===== src/rtl/rbc_pkg.sv =====
// Shared constants for the nibble-bus clock and calendar block.
package rbc_pkg;

   // Digit register addresses on the nibble bus.
   localparam logic [3:0] ADDR_SEC_U   = 4'h0;
   localparam logic [3:0] ADDR_SEC_T   = 4'h1;
   localparam logic [3:0] ADDR_MIN_U   = 4'h2;
   localparam logic [3:0] ADDR_MIN_T   = 4'h3;
   localparam logic [3:0] ADDR_HR_U    = 4'h4;
   localparam logic [3:0] ADDR_HR_T    = 4'h5;
   localparam logic [3:0] ADDR_WDAY    = 4'h6;
   localparam logic [3:0] ADDR_DAY_U   = 4'h7;
   localparam logic [3:0] ADDR_DAY_T   = 4'h8;
   localparam logic [3:0] ADDR_MON_U   = 4'h9;
   localparam logic [3:0] ADDR_MON_T   = 4'ha;
   localparam logic [3:0] ADDR_YR_U    = 4'hb;
   localparam logic [3:0] ADDR_YR_T    = 4'hc;
   // Special codes: divider reset, and the two reference-signal taps.
   localparam logic [3:0] ADDR_DIV_RST = 4'hd;
   localparam logic [3:0] ADDR_REF_HI  = 4'he;
   localparam logic [3:0] ADDR_REF_LO  = 4'hf;

   // Field positions inside the hours-tens and day-tens registers.
   localparam int FMT24_BIT = 3;
   localparam int PM_BIT    = 2;
   localparam int LEAP_LSB  = 2;
   localparam int LEAP_MSB  = 3;

   // Leap-year select codes {bit3,bit2} and the year-mod-4 they mark.
   localparam logic [1:0] LEAP_SEL_REM0 = 2'h0;
   localparam logic [1:0] LEAP_SEL_REM3 = 2'h1;
   localparam logic [1:0] LEAP_SEL_REM1 = 2'h3;
   localparam logic [1:0] LEAP_SEL_REM2 = 2'h2;

   // Month lengths as {day tens, day units} BCD pairs.
   localparam logic [5:0] LAST_DAY_28 = 6'h28;
   localparam logic [5:0] LAST_DAY_29 = 6'h29;
   localparam logic [5:0] LAST_DAY_30 = 6'h30;
   localparam logic [5:0] LAST_DAY_31 = 6'h31;

   // Time base: crystal rate and divider shape.
   localparam int XTAL_HZ     = 32768;
   localparam int DIV_STAGES  = 15;
   localparam int DIV_KEEP    = 10;
   localparam int BUSY_LSB    = 3;

   // Reset values of the calendar: 00:00:00, day 01, month 01, year 00.
   localparam logic       RST_FMT24 = 1'b1;
   localparam logic [3:0] RST_UNITS = 4'h0;
   localparam logic [3:0] RST_ONE   = 4'h1;
   localparam logic [1:0] RST_LEAP  = 2'h0;

endpackage : rbc_pkg


===== src/rtl/rbc_clock_calendar.sv =====
// Top of the BCD clock and calendar with its nibble-wide bus.
// Overview of operation
// - Address strobe high latches the nibble address.
// - Addresses 0 to C pick the thirteen digits.
// - Digits count in BCD within their ranges.
// - Hours-tens bit 3 picks 24 or 12 hour.
// - Hours-tens bit 2 shows afternoon.
// - Writing bit 3 high clears the afternoon bit.
// - Day-tens bits 2 and 3 select leap years.
// - Select codes 0 to 3 give year-mod-4 remainder 0, 3, 2, 1.
// - February length follows leap rule automatically.
// - Address D with write clears divider top, busy.
// - Address E or F read returns reference taps.
// - Missing bits read zero, writes dropped.
// - Format and leap bits read and write.
// - Seconds come from the divided crystal base.
// - Both chip selects high enable all bus-side inputs.
// - Writes load for as long as strobe high.
// - Halt input stops counting; reads always valid.
`timescale 1ns/100ps
module rbc_clock_calendar (
   input  wire logic       ref_clk,
   input  wire logic       rst_n,
   input  wire logic       chip_select_a,
   input  wire logic       chip_select_b,
   input  wire logic       addrStrobe,
   input  wire logic       writeStrobe,
   input  wire logic       readStrobe,
   input  wire logic       countHalt,
   input  wire logic       testPulse,
   input  wire logic       timeBaseIn,
   input  wire logic [3:0] nibble_busIn,
   output logic      [3:0] nibble_busOut,
   output logic      [3:0] nibble_busOe,
   output logic            busyNOut,
   output logic            busyNOe
);
   // Synchronised pin levels and rise pulses.
   logic [7:0] ctlLevel;     // Control pins after filtering.
   logic [7:0] ctlRise;      // Rising edges of the control pins.
   logic [3:0] busLevel;     // Nibble bus after filtering.
   logic       csOk;         // Both chip selects high.
   logic       addrLoad;     // Address latch transparent.
   logic       wrActive;     // Write strobe active and selected.
   logic       rdActive;     // Read strobe active and selected.
   logic       haltActive;   // Counting stopped.
   logic       testStep;     // Manual count pulse.
   logic       divClear;     // Partial divider reset request.
   logic [14:0] divCount;    // Divider stage values.
   logic       secTick;      // One-second pulse from the divider.
   logic       countTick;    // Tick that advances the calendar.

   // Latched address.
   logic [3:0] addrReg;

   // Time digits; widths follow each digit's legal range.
   logic [3:0] secUReg;
   logic [2:0] secTReg;
   logic [3:0] minUReg;
   logic [2:0] minTReg;
   logic [3:0] hrUReg;
   logic [1:0] hrTReg;
   logic       fmt24Reg;     // 1 selects 24-hour counting.
   logic       pmReg;        // 1 marks the afternoon.
   logic [2:0] wdayReg;
   logic [3:0] dayUReg;
   logic [1:0] dayTReg;
   logic [1:0] leapSelReg;   // Leap select as {bit3, bit2}.
   logic [3:0] monUReg;
   logic       monTReg;
   logic [3:0] yrUReg;
   logic [3:0] yrTReg;

   // Next values from the counting cascade.
   logic [3:0] secUNext;
   logic [2:0] secTNext;
   logic [3:0] minUNext;
   logic [2:0] minTNext;
   logic [3:0] hrUNext;
   logic [1:0] hrTNext;
   logic       pmNext;
   logic [2:0] wdayNext;
   logic [3:0] dayUNext;
   logic [1:0] dayTNext;
   logic [3:0] monUNext;
   logic       monTNext;
   logic [3:0] yrUNext;
   logic [3:0] yrTNext;

   // Calendar helpers.
   logic       secWrap;      // Seconds pass 59.
   logic       minWrap;      // Minutes pass 59 too.
   logic       dayAdvance;   // Midnight crossed.
   logic       monthEnd;     // Today is the month's last day.
   logic       isLeap;       // Current year is a leap year.
   logic [1:0] yearMod4;     // Year modulo four.
   logic [1:0] leapRem;      // Remainder that marks a leap year.
   logic [5:0] lastDay;      // Last day of the month in BCD.
   logic [3:0] readData;     // Data selected for a read.

   // Control pins cross into the clock domain through three flops.
   rbc_pin_sync #(
      .W (8)
   ) u_ctlSync (
      .ref_clk  (ref_clk),
      .rst_n    (rst_n),
      .pinIn    ({timeBaseIn, testPulse, countHalt, readStrobe,
                  writeStrobe, addrStrobe, chip_select_b, chip_select_a}),
      .pinLevel (ctlLevel),
      .pinRise  (ctlRise)
   );

   // The shared bus is filtered the same way before it is latched.
   rbc_pin_sync #(
      .W (4)
   ) u_busSync (
      .ref_clk  (ref_clk),
      .rst_n    (rst_n),
      .pinIn    (nibble_busIn),
      .pinLevel (busLevel),
      .pinRise  ()
   );

   // Every bus-side input is gated by both chip selects; the crystal
   // base is not, so timekeeping carries on while deselected.
   assign csOk       = ctlLevel[0] & ctlLevel[1];
   assign addrLoad   = csOk & ctlLevel[2];
   assign wrActive   = csOk & ctlLevel[3];
   assign rdActive   = csOk & ctlLevel[4];
   assign haltActive = csOk & ctlLevel[5];
   assign testStep   = csOk & ctlRise[6];

   // Address D under an active write holds the upper stages cleared.
   assign divClear = wrActive && (addrReg == rbc_pkg::ADDR_DIV_RST);

   // Halt suppresses the crystal tick; a test edge still steps once.
   assign countTick = (secTick & ~haltActive) | testStep;

   // Crystal divider.
   rbc_time_base u_timeBase (
      .ref_clk  (ref_clk),
      .rst_n    (rst_n),
      .baseRise (ctlRise[7]),
      .clrUpper (divClear),
      .divCount (divCount),
      .secTick  (secTick)
   );

   // The address latch is transparent while the strobe is high.
   always_ff @(posedge ref_clk or negedge rst_n)
   begin
      if (!rst_n)
      begin
         addrReg <= 4'h0;
      end
      else if (addrLoad)
      begin
         addrReg <= busLevel;
      end
   end

   // Year modulo four: ten is two modulo four, so tens add 2 when odd.
   assign yearMod4 = 2'(yrUReg[1:0] + {yrTReg[0], 1'b0});

   // Decode the leap select field into the marking remainder.
   always_comb
   begin
      unique case (leapSelReg)
         rbc_pkg::LEAP_SEL_REM0: leapRem = 2'd0;
         rbc_pkg::LEAP_SEL_REM3: leapRem = 2'd3;
         rbc_pkg::LEAP_SEL_REM1: leapRem = 2'd1;
         rbc_pkg::LEAP_SEL_REM2: leapRem = 2'd2;
      endcase
   end

   assign isLeap = (yearMod4 == leapRem);

   // Month length; February follows the leap decision by itself.
   always_comb
   begin
      unique case ({monTReg, monUReg})
         5'h02:   lastDay = isLeap ? rbc_pkg::LAST_DAY_29
                                   : rbc_pkg::LAST_DAY_28;
         5'h04,
         5'h06,
         5'h09,
         5'h11:   lastDay = rbc_pkg::LAST_DAY_30;
         default: lastDay = rbc_pkg::LAST_DAY_31;
      endcase
   end

   assign monthEnd = ({dayTReg, dayUReg} == lastDay);

   // Carry chain between digits.
   assign secWrap = (secUReg == 4'h9) && (secTReg == 3'h5);
   assign minWrap = secWrap && (minUReg == 4'h9) && (minTReg == 3'h5);
   // In 12-hour mode midnight is 11 PM rolling to 12 AM.
   assign dayAdvance = minWrap && (fmt24Reg ?
                       (hrTReg == 2'h2 && hrUReg == 4'h3) :
                       (hrTReg == 2'h1 && hrUReg == 4'h1 && pmReg));

   // Counting cascade: each digit steps when every lower one wraps.
   always_comb
   begin
      secUNext = secUReg;
      secTNext = secTReg;
      minUNext = minUReg;
      minTNext = minTReg;
      hrUNext  = hrUReg;
      hrTNext  = hrTReg;
      pmNext   = pmReg;
      wdayNext = wdayReg;
      dayUNext = dayUReg;
      dayTNext = dayTReg;
      monUNext = monUReg;
      monTNext = monTReg;
      yrUNext  = yrUReg;
      yrTNext  = yrTReg;
      if (countTick)
      begin
         // Seconds: units 0 to 9, tens 0 to 5.
         secUNext = (secUReg == 4'h9) ? 4'h0 : 4'(secUReg + 4'h1);
         if (secUReg == 4'h9)
         begin
            secTNext = (secTReg == 3'h5) ? 3'h0 : 3'(secTReg + 3'h1);
         end
         // Minutes, same ranges.
         if (secWrap)
         begin
            minUNext = (minUReg == 4'h9) ? 4'h0 : 4'(minUReg + 4'h1);
            if (minUReg == 4'h9)
            begin
               minTNext = (minTReg == 3'h5) ? 3'h0 : 3'(minTReg + 3'h1);
            end
         end
         // Hours in the selected format.
         if (minWrap)
         begin
            if (fmt24Reg)
            begin
               if (hrTReg == 2'h2 && hrUReg == 4'h3)
               begin
                  hrTNext = 2'h0;
                  hrUNext = 4'h0;
               end
               else if (hrUReg == 4'h9)
               begin
                  hrTNext = 2'(hrTReg + 2'h1);
                  hrUNext = 4'h0;
               end
               else
               begin
                  hrUNext = 4'(hrUReg + 4'h1);
               end
            end
            else if (hrTReg == 2'h1 && hrUReg == 4'h2)
            begin
               // Twelve o'clock steps on to one o'clock.
               hrTNext = 2'h0;
               hrUNext = 4'h1;
            end
            else if (hrTReg == 2'h1 && hrUReg == 4'h1)
            begin
               // Reaching twelve flips the half of the day.
               hrUNext = 4'h2;
               pmNext  = ~pmReg;
            end
            else if (hrUReg == 4'h9)
            begin
               hrTNext = 2'h1;
               hrUNext = 4'h0;
            end
            else
            begin
               hrUNext = 4'(hrUReg + 4'h1);
            end
         end
         // Day, weekday and the month and year above them.
         if (dayAdvance)
         begin
            wdayNext = (wdayReg == 3'h6) ? 3'h0 : 3'(wdayReg + 3'h1);
            if (monthEnd)
            begin
               dayTNext = 2'h0;
               dayUNext = 4'h1;
               if (monTReg && monUReg == 4'h2)
               begin
                  monTNext = 1'b0;
                  monUNext = 4'h1;
                  yrUNext  = (yrUReg == 4'h9) ? 4'h0 : 4'(yrUReg + 4'h1);
                  if (yrUReg == 4'h9)
                  begin
                     yrTNext = (yrTReg == 4'h9) ? 4'h0 : 4'(yrTReg + 4'h1);
                  end
               end
               else if (monUReg == 4'h9)
               begin
                  monTNext = 1'b1;
                  monUNext = 4'h0;
               end
               else
               begin
                  monUNext = 4'(monUReg + 4'h1);
               end
            end
            else if (dayUReg == 4'h9)
            begin
               dayTNext = 2'(dayTReg + 2'h1);
               dayUNext = 4'h0;
            end
            else
            begin
               dayUNext = 4'(dayUReg + 4'h1);
            end
         end
      end
   end

   // Digit registers. A write wins over the count for the addressed
   // digit and is applied on every cycle the strobe stays high, so a
   // long strobe overrides any count that falls inside it.
   always_ff @(posedge ref_clk or negedge rst_n)
   begin
      if (!rst_n)
      begin
         secUReg    <= rbc_pkg::RST_UNITS;
         secTReg    <= 3'h0;
         minUReg    <= rbc_pkg::RST_UNITS;
         minTReg    <= 3'h0;
         hrUReg     <= rbc_pkg::RST_UNITS;
         hrTReg     <= 2'h0;
         fmt24Reg   <= rbc_pkg::RST_FMT24;
         pmReg      <= 1'b0;
         wdayReg    <= 3'h0;
         dayUReg    <= rbc_pkg::RST_ONE;
         dayTReg    <= 2'h0;
         leapSelReg <= rbc_pkg::RST_LEAP;
         monUReg    <= rbc_pkg::RST_ONE;
         monTReg    <= 1'b0;
         yrUReg     <= rbc_pkg::RST_UNITS;
         yrTReg     <= rbc_pkg::RST_UNITS;
      end
      else
      begin
         secUReg <= secUNext;
         secTReg <= secTNext;
         minUReg <= minUNext;
         minTReg <= minTNext;
         hrUReg  <= hrUNext;
         hrTReg  <= hrTNext;
         pmReg   <= pmNext;
         wdayReg <= wdayNext;
         dayUReg <= dayUNext;
         dayTReg <= dayTNext;
         monUReg <= monUNext;
         monTReg <= monTNext;
         yrUReg  <= yrUNext;
         yrTReg  <= yrTNext;
         if (wrActive)
         begin
            // Only implemented bits are kept; the rest are dropped.
            unique case (addrReg)
               rbc_pkg::ADDR_SEC_U: secUReg <= busLevel;
               rbc_pkg::ADDR_SEC_T: secTReg <= busLevel[2:0];
               rbc_pkg::ADDR_MIN_U: minUReg <= busLevel;
               rbc_pkg::ADDR_MIN_T: minTReg <= busLevel[2:0];
               rbc_pkg::ADDR_HR_U:  hrUReg  <= busLevel;
               rbc_pkg::ADDR_HR_T:
               begin
                  hrTReg   <= busLevel[1:0];
                  fmt24Reg <= busLevel[rbc_pkg::FMT24_BIT];
                  // Selecting 24-hour mode forces the morning flag.
                  pmReg    <= busLevel[rbc_pkg::PM_BIT] &
                              ~busLevel[rbc_pkg::FMT24_BIT];
               end
               rbc_pkg::ADDR_WDAY:  wdayReg <= busLevel[2:0];
               rbc_pkg::ADDR_DAY_U: dayUReg <= busLevel;
               rbc_pkg::ADDR_DAY_T:
               begin
                  dayTReg    <= busLevel[1:0];
                  leapSelReg <= busLevel[rbc_pkg::LEAP_MSB:rbc_pkg::LEAP_LSB];
               end
               rbc_pkg::ADDR_MON_U: monUReg <= busLevel;
               rbc_pkg::ADDR_MON_T: monTReg <= busLevel[0];
               rbc_pkg::ADDR_YR_U:  yrUReg  <= busLevel;
               rbc_pkg::ADDR_YR_T:  yrTReg  <= busLevel;
               default:
               begin
                  // Codes D to F store nothing.
               end
            endcase
         end
      end
   end

   // Read selection; absent bits come back as zero.
   always_comb
   begin
      unique case (addrReg)
         rbc_pkg::ADDR_SEC_U:  readData = secUReg;
         rbc_pkg::ADDR_SEC_T:  readData = {1'b0, secTReg};
         rbc_pkg::ADDR_MIN_U:  readData = minUReg;
         rbc_pkg::ADDR_MIN_T:  readData = {1'b0, minTReg};
         rbc_pkg::ADDR_HR_U:   readData = hrUReg;
         rbc_pkg::ADDR_HR_T:   readData = {fmt24Reg, pmReg, hrTReg};
         rbc_pkg::ADDR_WDAY:   readData = {1'b0, wdayReg};
         rbc_pkg::ADDR_DAY_U:  readData = dayUReg;
         rbc_pkg::ADDR_DAY_T:  readData = {leapSelReg, dayTReg};
         rbc_pkg::ADDR_MON_U:  readData = monUReg;
         rbc_pkg::ADDR_MON_T:  readData = {3'h0, monTReg};
         rbc_pkg::ADDR_YR_U:   readData = yrUReg;
         rbc_pkg::ADDR_YR_T:   readData = yrTReg;
         rbc_pkg::ADDR_REF_HI: readData = divCount[14:11];
         rbc_pkg::ADDR_REF_LO: readData = divCount[3:0];
         default:              readData = 4'h0;
      endcase
   end

   // Open-drain data pins: a zero bit is pulled low, a one is released
   // to the pull-up. Nothing is driven unless a selected read is on.
   always_ff @(posedge ref_clk or negedge rst_n)
   begin
      if (!rst_n)
      begin
         nibble_busOe <= 4'h0;
      end
      else
      begin
         nibble_busOe <= rdActive ? ~readData : 4'h0;
      end
   end

   // The driven level of an open-drain pin is always low.
   always_ff @(posedge ref_clk or negedge rst_n)
   begin
      if (!rst_n)
      begin
         nibble_busOut <= 4'h0;
         busyNOut      <= 1'b0;
      end
      else
      begin
         nibble_busOut <= 4'h0;
         busyNOut      <= 1'b0;
      end
   end

   // Busy (active low, open drain) spans the last eight crystal periods
   // before the second rolls, warning the host that digits are about
   // to change. Halt or a divider reset release it.
   always_ff @(posedge ref_clk or negedge rst_n)
   begin
      if (!rst_n)
      begin
         busyNOe <= 1'b0;
      end
      else if (divClear)
      begin
         busyNOe <= 1'b0;
      end
      else
      begin
         busyNOe <= (&divCount[14:rbc_pkg::BUSY_LSB]) & ~haltActive;
      end
   end

endmodule : rbc_clock_calendar


===== src/rtl/rbc_pin_sync.sv =====
// Three-stage synchroniser with agreement filter and rise pulse.
`timescale 1ns/100ps
module rbc_pin_sync #(
   parameter int W = 1
) (
   input  wire logic         ref_clk,
   input  wire logic         rst_n,
   input  wire logic [W-1:0] pinIn,
   output logic      [W-1:0] pinLevel,
   output logic      [W-1:0] pinRise
);
   logic [W-1:0] stage1Reg;   // First stage, read only by the second.
   logic [W-1:0] stage2Reg;   // Second stage.
   logic [W-1:0] stage3Reg;   // Third stage.

   // Shift chain; the first flop feeds nothing but the second.
   always_ff @(posedge ref_clk or negedge rst_n)
   begin
      if (!rst_n)
      begin
         stage1Reg <= '0;
         stage2Reg <= '0;
         stage3Reg <= '0;
      end
      else
      begin
         stage1Reg <= pinIn;
         stage2Reg <= stage1Reg;
         stage3Reg <= stage2Reg;
      end
   end

   // A change is accepted only once stages two and three agree.
   always_ff @(posedge ref_clk or negedge rst_n)
   begin
      if (!rst_n)
      begin
         pinLevel <= '0;
         pinRise  <= '0;
      end
      else
      begin
         for (int i = 0; i < W; i++)
         begin
            pinRise[i] <= (stage2Reg[i] == stage3Reg[i]) && stage3Reg[i] && !pinLevel[i];
            if (stage2Reg[i] == stage3Reg[i])
            begin
               pinLevel[i] <= stage3Reg[i];
            end
         end
      end
   end
endmodule : rbc_pin_sync


===== src/rtl/rbc_time_base.sv =====
// Fifteen-stage crystal divider producing the one-second tick.
`timescale 1ns/100ps
module rbc_time_base (
   input  wire logic        ref_clk,
   input  wire logic        rst_n,
   input  wire logic        baseRise,
   input  wire logic        clrUpper,
   output logic      [14:0] divCount,
   output logic             secTick
);
   // Ones in the stages that survive a partial reset.
   localparam logic [14:0] KEEP_MASK = 15'((1 << rbc_pkg::DIV_KEEP) - 1);

   // Count crystal edges; a partial reset clears only the upper stages,
   // so the sub-second phase below them is not disturbed.
   always_ff @(posedge ref_clk or negedge rst_n)
   begin
      if (!rst_n)
      begin
         divCount <= 15'h0000;
         secTick  <= 1'b0;
      end
      else
      begin
         secTick <= 1'b0;
         if (clrUpper)
         begin
            divCount <= divCount & KEEP_MASK;
         end
         else if (baseRise)
         begin
            divCount <= 15'(divCount + 15'h0001);
            // Wrapping all fifteen stages marks one second.
            secTick  <= &divCount;
         end
      end
   end
endmodule : rbc_time_base


===== config.mk =====
export PLATFORM = sky130hd
export DESIGN_NAME = rbc_clock_calendar
export DESIGN_NICKNAME = d
export VERILOG_FILES = /design/src/rtl/rbc_pkg.sv /design/src/rtl/rbc_clock_calendar.sv /design/src/rtl/rbc_pin_sync.sv /design/src/rtl/rbc_time_base.sv
export SDC_FILE = /design/constraint.sdc
export NUM_CORES = 1
export LEC_CHECK = 0
export BUFFER_PORTS_ARGS = -buffer_cell sky130_fd_sc_hd__buf_2
export CORE_MARGIN = 1
export CORE_UTILIZATION = 45
export CTS_BUF_LIST = sky130_fd_sc_hd__clkbuf_8 sky130_fd_sc_hd__clkbuf_16
export DETAILED_ROUTE_END_ITERATION = 8
export GPL_TIMING_DRIVEN = 0
export PLACE_DENSITY = 0.66
export SLEW_MARGIN = 10
export SYNTH_ARGS = -nofsm -noshare
export SYNTH_HDL_FRONTEND = slang
export SYNTH_SLANG_ARGS = --single-unit

===== constraint.sdc =====
create_clock -name ref_clk -period 3 [get_ports ref_clk]
set_input_delay 0.15 -clock ref_clk [delete_from_list [all_inputs] [get_ports ref_clk]]
set_output_delay 0.15 -clock ref_clk [all_outputs]
set_load 0.03 [all_outputs]

==> summary.txt <==
Cells and area
  – Inserted Diodes: 0
  – Synth-to-Final Area Change: 19.2%
  – Layout cells sized above 1: 0.123
  – Fin nets: 742
  – Fin cells: 906
  – Most common cell after layout, fill and taps aside: dfrtp_1
  – Most frequent cells in the layout: dfrtp_1 (118), nor2_1 (67), nand2_1 (62), o21ai_0 (39), a21oi_1 (35)

Clock network
  – Clk sinks: 121
  – H-tree depth: 4
  – Clk pin slew, worst setup/hold paths: 0.06 ns
  – Clk buf depth: 2
  – Worst skew pair latency: 0.42 ns
  – Num CTS Buffers: 17
  – CTS tree: built
  – Root Buffer: clkbuf_16

Setup path
  – Max incr delay on CP: 0.47 ns
  – Top delay family on crit path: compound AO/OA/AOI/OAI gates
  – Worst setup SP type: flip-flop
  – Crit path kind: flip-flop to flip-flop
  – CP endpoint kind: flip-flop
  – Worst EP required: 3.29 ns
  – Crit path buffers/inverters: 2
  – Crit-path max FO: 10
  – Worst EP arrival: 3.12 ns
  – Slowest cell on crit path: a2111oi_2
  – CP Cell Sequence: inv_1 > ha_1 > or3_1 > a2111oi_2 > o31a_1 > o21ai_2 > clkbuf_2 > o311ai_1 > o211ai_1

Yosys
  – Synth top area cells: dfrtp_1 (47%), nor2_1 (4.0%), nand2_1 (3.7%), o21ai_0 (3.1%), a21oi_1 (2.8%)
  – Warning count from the yosys run: 0
  – Sequential cell area fraction in the yosys report: 0.484
  – Synth Flop Type: dfrtp_1
  – Top cell type's share of synthesized area: 0.472
  – Mapped cell area: 6260 um2
  – Synth cell types: 73
  – Count of state elements after synthesis: 121
  – Async S/R FF share, synth: 1.00
  – Yosys top cell by area: dfrtp_1
  – Post-synth EDFFs: 0
  – Syn Area/Cell: 9.51 um2
  – Cell count after synthesis: 658

Timing
  – Tmin final: 2.83 ns
  – Slew margin rel.: 0.331
  – Final hold violation count: 0
  – RSZ-0062 raised after global routing: true
  – Clock skew: 0.0100 ns
  – Final period util: 0.943
  – Slew Viols, Final: 0
  – Worst-Margin Slew: 0.995 ns
  – Achievable frequency: 0.354 GHz
  – Hold_ws: 0.174 ns
  – Final-report setup violation count: 0

Die
  – I/O pins: 24
  – Chip height: 120 um
  – Die area: 14400 um2
  – Starting Density: 0.467
  – Row count: 42
  – Die Wd: 120 um
  – Core Footprint: 13400 um2

Route
  – Routed WL: 17000 um
  – Detailed Routing Iterations Pass 1: 6
  – WL/cell: 18.8 um
  – Iteration-0 DRC count of the detailed router: 445
  – Drt via density: 5.92
  – Remaining DRCs: 0
  – Total number of vias: 5362
  – ANT nets after route: 0

Power
  – Worst IR drop on VDD: 461 uV
  – Power per cell area: 863 nW/um2
  – Leak: 3.06 nW
  – Power, Total: 6.44 mW

GRT
  – First-pass GRT wire length: 27500 um
  – Largest net degree at the start of global routing: 93
  – Vias in the first global route: 5190
  – Gr usage total: 0.253
  – Total congestion overflow: 0
  – Initial antenna violation count: 0

Run
  – Max Cap Violations: 0

Placement
  – Final GP Congestion: 0.930
  – Placed insts: 857
  – Detailed placement HPWL: 11900 um
  – PortBufs: 18

Outcome
  – Outcome: complete, no violations

Min path
  – HP Class: input port to async pin
[path summary, 6_finish.rpt]
kind / start / endpoint / slack, ns / cells after the start
worst max-delay path: leapSelReg[1] / yrUReg[0] / 0.17 / 9
worst min-delay path: rst_n / u_busSync.pinLevel[2] / 0.17 / 2
worst max register to register: leapSelReg[1] / yrUReg[0] / 0.17 / 9
worst min register to register: u_ctlSync.stage1Reg[1] / u_ctlSync.stage2Reg[1] / 0.34 / 0
max in group asynchronous: rst_n / fmt24Reg / 2.06 / 3
min in group ref_clk: u_ctlSync.stage1Reg[1] / u_ctlSync.stage2Reg[1] / 0.34 / 0
[power breakdown]
part / leakage (nW) / internal (mW) / switching (mW)
clock network: 0.314 / 1.43 / 0.799
logic: 1.26 / 0.727 / 1.08
registers: 1.49 / 1.97 / 0.434
[what timing repair did]
action	4_1_cts	5_1_grt
endpoints found under the hold margin	41	0
hold buffers	13	0
buffers inserted	0	4
endpoints found under the setup margin	5	18
pin swaps	0	1
resized for setup	2	6
[flip-flops by register name, indices dropped and copies added, names as in the netlist, 8 cells and up]
register             cells
u_ctlSync.stage3Reg      8
u_timeBase.divCount     15
u_ctlSync.stage1Reg      8
u_ctlSync.stage2Reg      8
u_ctlSync.pinLevel       8
[cell usage after synthesis (all sizes together), types with 9 or more instances]
master  number
nor2        67
dfrtp      118
nor3        14
ha          11
nand2b      13
a31oi       19
inv         23
clkbuf      27
nand3       22
buf         11
xnor2        9
nor2b       16
mux2i       10
o21ai       44
a21oi       36
or3         10
maj3        10
nand2       62
xor2         9
[cell families after synthesis]
| group | share of synthesized area |
|---|---|
| compound gates | 0.168 |
| xor+xnor | 0.0288 |
| fa+ha+maj | 0.0380 |
| buf+inv | 0.0414 |
| flops | 0.484 |
| mux | 0.0304 |
| other cells | 0.000599 |
| simple gates | 0.209 |
[metrics by stage]
step	instance area, um2	setup TNS [ns]	utilization	setup slack [ns]
global route	7460	0	0.556	0.00227
finish	7460	0	0.556	0.171
floorplan	6270	0	-	0.495
CTS	7400	0	0.552	0.0882
detailed placement	6620	-0.0693	0.494	-0.0353
global placement	6580	-0.104	0.491	-0.0487
[layer usage]
layer / GRT usage / vias up / part of all wire
li1: - / 2480 / -
met1: 0.326 / 2635 / 0.43
met2: 0.403 / 219 / 0.48
met3: 0.0627 / 28 / 0.071
met4: 0.108 / 0 / 0.025
met5: 0 / - / 0
[area by class of cell]
cell class	count	area, um2
clock inverters	14	209
repair buffers	36	284
inverters	23	86.3
fillers	1206	5940
flip-flops and latches	121	3030
clock buffers	18	439
well taps	176	220
multi-input cells	480	3010
plain buffers	38	175
No activity file was read; power rests on OpenSTA's default activity.
